File: src/design/perf_mon_pkg.sv
/*
 * constants, field positions and carriers shared by the
 * performance-monitor identification and control registers.
 * assumes a core-side system-register access port that carries
 * the current exception level with each request.
 */
`default_nettype none

package perf_mon_pkg;

    // -------------------------------------------------------
    // exception levels and register selects
    // -------------------------------------------------------
    localparam logic [1:0] EL_USER = 2'h0;
    localparam logic [1:0] EL_KERNEL = 2'h1;
    localparam logic [1:0] EL_HYP = 2'h2;
    localparam logic [1:0] EL_MON = 2'h3;
    localparam logic SEL_MACHINE_INFO = 1'b0;
    localparam logic SEL_CONTROL = 1'b1;

    // syndrome class for a trapped system-register access
    localparam logic [5:0] SYN_SYSREG = 6'h18;

    // -------------------------------------------------------
    // perf_machine_info fields
    // -------------------------------------------------------
    localparam logic [7:0] STALL_SLOT_WIDTH = 8'h08;
    localparam int STALL_SLOT_WIDTH_LSB = 0;
    localparam int STALL_SLOT_WIDTH_MSB = 7;

    // -------------------------------------------------------
    // perf_control fields and reset values
    // -------------------------------------------------------
    localparam int CTL_E = 0;
    localparam int CTL_P = 1;
    localparam int CTL_C = 2;
    localparam int CTL_DP = 5;
    localparam int CTL_ONE = 6;
    localparam int CTL_LP = 7;
    localparam int CTL_N_LSB = 11;
    localparam int CTL_N_MSB = 15;
    localparam int CTL_IMP_LSB = 24;
    localparam int CTL_IMP_MSB = 31;
    localparam logic [7:0] IMPLEMENTER_CODE = 8'h00;
    localparam logic RST_E = 1'b0;
    localparam logic RST_DP = 1'b0;
    localparam logic RST_LP = 1'b0;
    localparam int HPMN_W = 5;

    // -------------------------------------------------------
    // carriers
    // -------------------------------------------------------
    typedef enum logic [1:0] {
        RSP_DATA = 2'b00,
        RSP_UNDEF = 2'b01,
        RSP_TRAP = 2'b10
    } rsp_kind_e;

    typedef struct packed {
        logic valid;
        logic write;
        logic sel;
        logic [1:0] el;
        logic [63:0] wdata;
    } sysreg_req_s;

    typedef struct packed {
        logic el2_impl;
        logic el2_enabled;
        logic fine_grain_trap_enable;
        logic fine_grain_read_trap;
        logic hyp_perf_trap;
        logic monitor_perf_trap;
        logic [HPMN_W-1:0] hyp_counter_partition;
    } trap_cfg_s;

    typedef struct packed {
        logic valid;
        rsp_kind_e kind;
        logic [1:0] target_el;
        logic [5:0] syndrome;
        logic [63:0] rdata;
    } sysreg_rsp_s;

endpackage

`default_nettype wire

File: src/design/counter_scope.sv
/*
 * per-counter scope decode: which event counters see the
 * global enable, the long-counter select and a clear request.
 * assumes partition_limit is already resolved by the caller.
 */
`timescale 1ns/1ps
`default_nettype none

module counter_scope #(
    parameter int NUM_CTRS = 6
) (
    input wire logic [perf_mon_pkg::HPMN_W-1:0] partition_limit,
    input wire logic global_enable,
    input wire logic long_counter_select,
    input wire logic hyp_long_counter_select,
    input wire logic upper_global_enable,
    input wire logic restrict_clear,
    input wire logic [NUM_CTRS-1:0] counter_enable_set,
    output logic [NUM_CTRS-1:0] count_en,
    output logic [NUM_CTRS-1:0] long_mode,
    output logic [NUM_CTRS-1:0] clear_mask
);

    // -------------------------------------------------------
    // split counters at the partition limit
    // -------------------------------------------------------
    // counters at or above the limit belong to the hypervisor
    always_comb
    begin
        count_en = '0;
        long_mode = '0;
        clear_mask = '0;
        for (int i = 0; i < NUM_CTRS; i++)
        begin
            if (perf_mon_pkg::HPMN_W'(i) < partition_limit)
            begin
                count_en[i] = global_enable && counter_enable_set[i];
                long_mode[i] = long_counter_select;
                clear_mask[i] = 1'b1;
            end
            else
            begin
                // upper range ignores both control bits
                count_en[i] = upper_global_enable && counter_enable_set[i];
                long_mode[i] = hyp_long_counter_select;
                clear_mask[i] = !restrict_clear;
            end
        end
    end

endmodule // counter_scope

`default_nettype wire

File: src/design/perf_monitor_control_regs.sv
/*
 * machine-identification and control registers of the
 * performance monitor, with read trapping of the former.
 * assumes one request per cycle from the core's system-register
 * port; the counters themselves live outside and obey the
 * enable, long-mode and clear outputs.
 */
`timescale 1ns/1ps
`default_nettype none

module perf_monitor_control_regs #(
    parameter int NUM_CTRS = 6
) (
    input wire logic ref_clk,
    input wire logic rst_n,
    input wire perf_mon_pkg::sysreg_req_s req,
    input wire perf_mon_pkg::trap_cfg_s trap_cfg,
    input wire logic hyp_long_counter_select,
    input wire logic upper_global_enable,
    input wire logic [NUM_CTRS-1:0] counter_enable_set,
    input wire logic cycle_enable_set,
    input wire logic counting_prohibited,
    output perf_mon_pkg::sysreg_rsp_s rsp,
    output logic [NUM_CTRS-1:0] evt_count_en,
    output logic [NUM_CTRS-1:0] evt_long_mode,
    output logic [NUM_CTRS-1:0] evt_clear,
    output logic cyc_count_en,
    output logic cyc_clear
);

    // -------------------------------------------------------
    // build checks
    // -------------------------------------------------------
    // only the two documented counter builds are served
    generate
        if (NUM_CTRS != 6 && NUM_CTRS != 20)
        begin : g_bad_count
            $error("NUM_CTRS must be 6 or 20");
        end
    endgenerate

    localparam logic [perf_mon_pkg::HPMN_W-1:0] N_FIELD =
        perf_mon_pkg::HPMN_W'(NUM_CTRS);

    // -------------------------------------------------------
    // state
    // -------------------------------------------------------
    typedef struct packed {
        logic lp;
        logic dp;
        logic e;
        perf_mon_pkg::sysreg_rsp_s rsp;
        logic [NUM_CTRS-1:0] evt_en;
        logic [NUM_CTRS-1:0] evt_long;
        logic [NUM_CTRS-1:0] evt_clr;
        logic cyc_en;
        logic cyc_clr;
    } state_s;

    state_s s_r;
    state_s s_nxt;
    logic [perf_mon_pkg::HPMN_W-1:0] partition_limit;
    logic restrict_clear;
    logic [NUM_CTRS-1:0] scope_en;
    logic [NUM_CTRS-1:0] scope_long;
    logic [NUM_CTRS-1:0] scope_clr;

    // -------------------------------------------------------
    // helpers
    // -------------------------------------------------------
    // read image of the control register
    function automatic logic [63:0] ctl_image(
        input logic lp,
        input logic dp,
        input logic e
    );
        logic [63:0] v;
        v = 64'h0000_0000_0000_0000;
        v[perf_mon_pkg::CTL_IMP_MSB:perf_mon_pkg::CTL_IMP_LSB] =
            perf_mon_pkg::IMPLEMENTER_CODE;
        v[perf_mon_pkg::CTL_N_MSB:perf_mon_pkg::CTL_N_LSB] = N_FIELD;
        v[perf_mon_pkg::CTL_LP] = lp;
        v[perf_mon_pkg::CTL_ONE] = 1'b1;
        v[perf_mon_pkg::CTL_DP] = dp;
        v[perf_mon_pkg::CTL_E] = e;
        // clear bits are write-only and stay zero here
        return v;
    endfunction

    // access decision for a machine-info read: kind and level
    function automatic logic [3:0] mi_access(
        input logic [1:0] el,
        input perf_mon_pkg::trap_cfg_s c
    );
        logic [3:0] r;
        r = {perf_mon_pkg::RSP_DATA, el};
        unique case (el)
            perf_mon_pkg::EL_USER:
            begin
                r = {perf_mon_pkg::RSP_UNDEF, el};
            end
            perf_mon_pkg::EL_KERNEL:
            begin
                // fine-grained trap outranks the coarse traps
                if (c.el2_enabled && c.fine_grain_trap_enable && c.fine_grain_read_trap)
                begin
                    r = {perf_mon_pkg::RSP_TRAP, perf_mon_pkg::EL_HYP};
                end
                else if (c.el2_enabled && c.hyp_perf_trap)
                begin
                    r = {perf_mon_pkg::RSP_TRAP, perf_mon_pkg::EL_HYP};
                end
                else if (c.monitor_perf_trap)
                begin
                    r = {perf_mon_pkg::RSP_TRAP, perf_mon_pkg::EL_MON};
                end
            end
            perf_mon_pkg::EL_HYP:
            begin
                if (c.monitor_perf_trap)
                begin
                    r = {perf_mon_pkg::RSP_TRAP, perf_mon_pkg::EL_MON};
                end
            end
            perf_mon_pkg::EL_MON:
            begin
                r = {perf_mon_pkg::RSP_DATA, el};
            end
        endcase
        return r;
    endfunction

    // -------------------------------------------------------
    // partition limit and counter scope
    // -------------------------------------------------------
    // limit follows the partition field whenever the level exists,
    // enabled or not, so the E and LP bits never reach upper counters
    assign partition_limit = trap_cfg.el2_impl ?
        trap_cfg.hyp_counter_partition : N_FIELD;
    // only user and kernel clears are limited
    assign restrict_clear = (req.el == perf_mon_pkg::EL_USER ||
        req.el == perf_mon_pkg::EL_KERNEL) && trap_cfg.el2_enabled &&
        (partition_limit < N_FIELD);

    counter_scope #(
        .NUM_CTRS(NUM_CTRS)
    ) u_scope (
        .partition_limit(partition_limit),
        .global_enable(s_r.e),
        .long_counter_select(s_r.lp),
        .hyp_long_counter_select(hyp_long_counter_select),
        .upper_global_enable(upper_global_enable),
        .restrict_clear(restrict_clear),
        .counter_enable_set(counter_enable_set),
        .count_en(scope_en),
        .long_mode(scope_long),
        .clear_mask(scope_clr)
    );

    // -------------------------------------------------------
    // next state
    // -------------------------------------------------------
    // each request is answered on the following edge
    always_comb
    begin
        logic [3:0] acc;
        acc = 4'h0;
        s_nxt = s_r;
        s_nxt.rsp.valid = req.valid;
        s_nxt.rsp.kind = perf_mon_pkg::RSP_DATA;
        s_nxt.rsp.target_el = req.el;
        s_nxt.rsp.syndrome = 6'h00;
        s_nxt.rsp.rdata = 64'h0000_0000_0000_0000;
        s_nxt.evt_clr = '0;
        s_nxt.cyc_clr = 1'b0;
        if (req.valid && req.sel == perf_mon_pkg::SEL_MACHINE_INFO)
        begin
            if (req.write)
            begin
                // read-only register: a write is undefined
                s_nxt.rsp.kind = perf_mon_pkg::RSP_UNDEF;
            end
            else
            begin
                acc = mi_access(req.el, trap_cfg);
                s_nxt.rsp.kind = perf_mon_pkg::rsp_kind_e'(acc[3:2]);
                s_nxt.rsp.target_el = acc[1:0];
                if (s_nxt.rsp.kind == perf_mon_pkg::RSP_DATA)
                begin
                    s_nxt.rsp.rdata[perf_mon_pkg::STALL_SLOT_WIDTH_MSB:perf_mon_pkg::STALL_SLOT_WIDTH_LSB] =
                        perf_mon_pkg::STALL_SLOT_WIDTH;
                end
                if (s_nxt.rsp.kind == perf_mon_pkg::RSP_TRAP)
                begin
                    s_nxt.rsp.syndrome = perf_mon_pkg::SYN_SYSREG;
                end
            end
        end
        else if (req.valid && req.write)
        begin
            s_nxt.lp = req.wdata[perf_mon_pkg::CTL_LP];
            s_nxt.dp = req.wdata[perf_mon_pkg::CTL_DP];
            s_nxt.e = req.wdata[perf_mon_pkg::CTL_E];
            // pulses zero whole counters; overflow flags live elsewhere
            s_nxt.cyc_clr = req.wdata[perf_mon_pkg::CTL_C];
            if (req.wdata[perf_mon_pkg::CTL_P])
            begin
                s_nxt.evt_clr = scope_clr;
            end
        end
        else if (req.valid)
        begin
            s_nxt.rsp.rdata = ctl_image(s_r.lp, s_r.dp, s_r.e);
        end
        s_nxt.evt_en = scope_en;
        s_nxt.evt_long = scope_long;
        // cycle counter gated by enable and prohibited-stop
        s_nxt.cyc_en = s_r.e && cycle_enable_set &&
            !(s_r.dp && counting_prohibited);
    end

    // -------------------------------------------------------
    // registers
    // -------------------------------------------------------
    always_ff @(posedge ref_clk or negedge rst_n)
    begin
        if (!rst_n)
        begin
            s_r <= '0;
            s_r.lp <= perf_mon_pkg::RST_LP;
            s_r.dp <= perf_mon_pkg::RST_DP;
            s_r.e <= perf_mon_pkg::RST_E;
        end
        else
        begin
            s_r <= s_nxt;
        end
    end

    // outputs straight from the state flops
    assign rsp = s_r.rsp;
    assign evt_count_en = s_r.evt_en;
    assign evt_long_mode = s_r.evt_long;
    assign evt_clear = s_r.evt_clr;
    assign cyc_count_en = s_r.cyc_en;
    assign cyc_clear = s_r.cyc_clr;

    logic mi_rd;
    logic ctl_rd;
    assign mi_rd = req.valid && !req.write &&
        req.sel == perf_mon_pkg::SEL_MACHINE_INFO;
    assign ctl_rd = req.valid && !req.write &&
        req.sel == perf_mon_pkg::SEL_CONTROL;
endmodule // perf_monitor_control_regs

`default_nettype wire

File: config.mk
export PLATFORM = sky130hd
export DESIGN_NAME = perf_monitor_control_regs
export DESIGN_NICKNAME = d
export VERILOG_FILES = /design/src/design/perf_mon_pkg.sv /design/src/design/counter_scope.sv /design/src/design/perf_monitor_control_regs.sv
export SDC_FILE = /design/constraint.sdc
export NUM_CORES = 1
export LEC_CHECK = 0
export ABC_CLOCK_PERIOD_IN_PS = 2200
export BUFFER_PORTS_ARGS = -buffer_cell sky130_fd_sc_hd__buf_2
export CAP_MARGIN = 15
export CELL_PAD_IN_SITES_DETAIL_PLACEMENT = 0
export CELL_PAD_IN_SITES_GLOBAL_PLACEMENT = 2
export CORE_MARGIN = 3
export CORE_UTILIZATION = 21
export CTS_BUF_LIST = sky130_fd_sc_hd__clkbuf_4
export DETAILED_ROUTE_END_ITERATION = 7
export GPL_TIMING_DRIVEN = 0
export PLACE_DENSITY = 0.87
export SETUP_SLACK_MARGIN = 0.2
export SLEW_MARGIN = 30
export SYNTH_ARGS = -nofsm -noshare
export SYNTH_HDL_FRONTEND = slang
export SYNTH_SLANG_ARGS = --single-unit
File: constraint.sdc
create_clock -name ref_clk -period 2.2 [get_ports ref_clk]
set_clock_uncertainty 0.1 [all_clocks]
set_input_delay 0.11 -clock ref_clk [delete_from_list [all_inputs] [get_ports ref_clk]]
set_output_delay 0.11 -clock ref_clk [all_outputs]
set_load 0.01 [all_outputs]
== Word-level counts from Yosys, hierarchy flattened ==
Cells that the tools add are included.

* Register bits: 98
* Input port bits: 92
* Output and inout port bits: 95
* Logic and storage cells: 94

* $lt $le $gt $ge: 7
* Equality and inequality tests: 4
* Muxes and demuxes: 40
* Bitwise logic cells: 2
* Reduce and logical (&&, ||, !) cells: 28

{| class="wikitable"
|+ Operators by type and width
! operator !! number
|-
| 64-bit two-way mux || 1
|-
| 56-bit two-way mux || 1
|-
| 4-bit two-way mux || 7
|-
| 1-bit logical AND || 22
|-
| 1-bit two-way mux || 20
|-
| 6-bit two-way mux || 3
|-
| 8-bit two-way mux || 2
|-
| 4-bit case mux with 4 select lines || 1
|-
| 14-bit two-way mux || 1
|-
| 1-bit by 5-bit less-than comparator with 1-bit output (first input constant) || 2
|-
| 2-bit by 5-bit less-than comparator with 1-bit output (first input constant) || 2
|-
| 3-bit by 5-bit less-than comparator with 1-bit output (first input constant) || 2
|-
| 10-bit two-way mux || 1
|-
| 5-bit two-way mux || 2
|-
| 2-bit equality test (second input constant) || 3
|-
| 5-bit by 3-bit less-than comparator with 1-bit output (second input constant) || 1
|-
| 2-bit zero test || 2
|-
| 2-bit by 1-bit equality test with 1-bit output (second input constant) || 1
|-
| 1-bit zero test || 2
|-
| 2-bit two-way mux || 1
|-
| 1-bit inverter || 2
|-
| 2-bit AND reduction || 1
|-
| 1-bit logical OR || 1
|}

== Depth between registers and ports, before layout ==
* Depth after elaboration: 10
* Gate-level depth with buffers: 4

== Modules after synthesis ==
From an unflattened synthesis, not the netlist that was laid out.

* Cells, all modules: 209
* Area total of the unflattened synthesis: 2157.1 um^2

{| class="wikitable"
|+ By module, submodules not included
! module !! times used !! cells each !! area each (um^2) !! sequential area each (um^2)
|-
| perf_monitor_control_regs || 1 || 173 || 1856.8 || 825.8
|-
| counter_scope || 1 || 36 || 300.3 || 0.0
|}

== Worst setup path before layout ==
No wires, ideal clock.

* Path type: in2reg
* From: in trap_cfg[4] (netlist name)
* To: reg s_r, in the netlist evt_long_mode[0]
* Arrival: 1216 ps
* Data required time: 1972 ps
* Slack: 756 ps
* Stages: 4
* Buffers on the path: 1
* Path through: or4b_1 buf_2 nor3_4 mux2_1

{| class="wikitable"
|+ RTL lines
! item !! line !! source
|-
| start: declaration || perf_monitor_control_regs.sv:17 || <nowiki>input wire perf_mon_pkg::trap_cfg_s trap_cfg,</nowiki>
|-
| end signal: assignment || perf_monitor_control_regs.sv:236 || <nowiki>s_r <= s_nxt;</nowiki>
|-
| end: declaration || perf_monitor_control_regs.sv:60 || <nowiki>state_s s_r;</nowiki>
|}

==> results.ini <==
[clock_tree]
clk_latency_ns=0.33
cts_num_sinks=33
cts_tree=done
htreeDepth=2
cts-root-buf=clkbuf_4
cts_setup_buffers=0
cts_buffers=5
cts_resized=0
clkSlewWorstSetupHoldPaths_ns=0.11
cts_max_path_buffers=2

[power]
switching_share_pct=30.01
combinationalPowerShare_pct=32.0
peakVddDrop_v=0.0001812
pwr-share-seq_pct=46.5
power_leakage_nw=1.751
p_int_mw=1.032
switchingPower_mw=0.4425
p_clk_share_pct=21.5
power_density_nw_per_um2=476.9

[global_routing]
grt_pass1_vias=1575
antenna_found_initial=0
grt-ovfl-total=0
grt_max_degree=34
grt_pass1_wl_um=7452
grt_usage_pct=8.194

[sta]
period_minus_slack_ns=1.740
finalSetupTns_ns=0
slew_headroom_pct=49.01
rsz0062_at_grt=no
timing.final.ws_setup_ns=0.4602
slew_violations=0
period_share_pct=79.08
setup_viol_count_final=0
fmax_ghz=0.5748
worst_pin_slew_ns=0.7649
hold_viol_final=0

[synth]
synth_flop_cell=dfrtp_1
synthCells=217
ys_warn_count=0
ys_ff_latch=33
synth-edff-count=0
yosysSeqAreaShare_pct=39.47
avgSynthCellArea_um2=9.641
synth.cell_area_um2=2092
yosysUniqueCellTypes=34
async_reset_ff_share_pct=100.0

[layout]
area_delta_synth_final_pct=47.79
layout_commonest_cell=buf_4
final_cells=502
drive_gt1_share_pct=47.45
fin_util_pct=32.69
diodes=0
layout_common_cells=buf_4 (93), buf_2 (67), conb_1 (61)
n_fill_cell=990
nets=466

[critical_path]
reg2reg_to=evt_count_en[4]
required_ns=2.38
path_max_fanout=10
r2r_cells=4
critPathLaunchType=flip-flop
rr_startpoint=s_r[95]
rrSetupSlack_ns=0.46
worstSetupPathType=reg -> reg
arrival_ns=1.92
worstSetupEndpoint=evt_count_en[4]
cp-startpoint=s_r[95]
endpoint_kind=flip-flop

[run]
maxCapViolCount=0

[route]
routed_wl_um=4775
drt_pass1_iterations=4
drtIter0Drc=37
avgViaCountPerCell=3.347
num_vias=1680
drc=0
routedWlPerCell_um=9.512
drtAntennaViolNets=0

[floorplanning]
fp.dieH_um=105.8
die-area_um2=11200
core_um2=9459
io_pins=187
num_rows=35
dieWidth_um=105.8
initial_utilization_pct=22.12

[place]
preCtsSetupSlack_ns=0.5554
dp_cells=472
dp_hpwl_um=3864
place_congestion=0.7205
numPortBuffers=66

[hold_path]
min_path_type=in -> reg

[run_status]
status=complete, no violations

==> power groups by stage <==
stage / Combinational, mW / Sequential [mW] / Clock, mW
2_1_floorplan: 0.305 / 0.694 / 0
3_3_place_gp: 0.431 / 0.699 / 0
3_5_place_dp: 0.435 / 0.700 / 0
4_1_cts: 0.475 / 0.687 / 0.327
5_1_grt: 0.522 / 0.694 / 0.353
6_report: 0.472 / 0.686 / 0.317
==> layout make-up <==
cell class              instances  area, um2  area share (%)
inverters                       4      15.01          0.4856
clock inverters                 1      5.005          0.1619
flip-flops and latches         33      825.8           26.71
well taps                     129      161.4           5.221
clock buffers                   5      37.54           1.214
plain buffers                  96      710.7           22.99
repair buffers                 90      570.5           18.45
multi-input cells             144      765.7           24.77
==> Yosys cell counts (2+ instances only) <==
cell	n	area, um2
a21boi_0	5	37.54
a21oi_1	9	45.04
and2_1	4	25.02
buf_4	93	698.2
clkbuf_1	2	7.510
dfrtp_1	33	825.8
inv_1	4	15.01
mux2_1	3	33.78
mux2_2	3	33.78
nand2_1	12	45.04
nand3_1	7	35.03
nor2_1	7	26.28
nor3b_1	3	22.52
o21a_1	2	15.01
o21ai_0	10	50.05
or3b_2	2	17.52
==> critical path, stage by stage, from the launching register on <==
cell	delay, ns
dfrtp_1	0.33
clkbuf_1	0.36
o21ai_0	0.15
a21boi_0	0.18
dlygate4sd3_1	0.56
==> sequential cells by signal, indices dropped and copies added, names as in the netlist <==
register and count:
s_r 3, evt_long_mode 6, evt_clear 6, cyc_clear 1, evt_count_en 6, cyc_count_en 1
rsp 10
==> metal layers <==
layer	GRT usage [%]	wire [um]	part of all wire, %	vias to the layer above
li1	-	-	-	875
met4	3.423	68	1.4	0
met3	1.898	368	7.7	5
met5	0	0	0	-
met2	14.53	2470	52	73
met1	9.420	1869	39	727
==> repair_timing <==
item | in CTS | in global routing
hold buffers | 24 | 0
setup endpoints to repair | 0 | 0
hold endpoints to repair | 58 | 0
==> logic make-up after synthesis <==
group / count (synthesis) / share of synthesized area [%]
other: 1 / 0.1793
buffers and inverters: 100 / 34.69
muxes: 6 / 3.229
DFF: 33 / 39.47
AOI/OAI and AO/OA: 32 / 9.391
and+or+nand+nor: 45 / 13.04
==> how the worst min path moves through the flow <==
stage / startpoint / to / slack, ns / depth (start not counted)
3_5_place_dp: rst_n / rsp[7] / 0.13 / 1
6_report: upper_global_enable / evt_count_en[1] / 0.02 / 3
3_3_place_gp: rst_n / rsp[0] / 0.11 / 1
2_1_floorplan: rst_n / cyc_clear / -0.29 / 0
5_1_grt: upper_global_enable / evt_count_en[1] / 0.02 / 3
4_1_cts: upper_global_enable / evt_count_en[1] / 0.008 / 3
==> stage by stage <==
stage / hold WS, ns / area, um2 / total power, mW
6_report: 0.01925 / 3092 / 1.475
5_1_grt: 0.02384 / 3092 / 1.569
4_1_cts: 0.008409 / 3092 / 1.489
3_5_place_dp: 0.1331 / 2809 / 1.135
3_3_place_gp: 0.1128 / 2809 / 1.131
2_1_floorplan: -0.2856 / 2317 / 0.9984
Note: power is estimated with default switching activity, not from simulation.
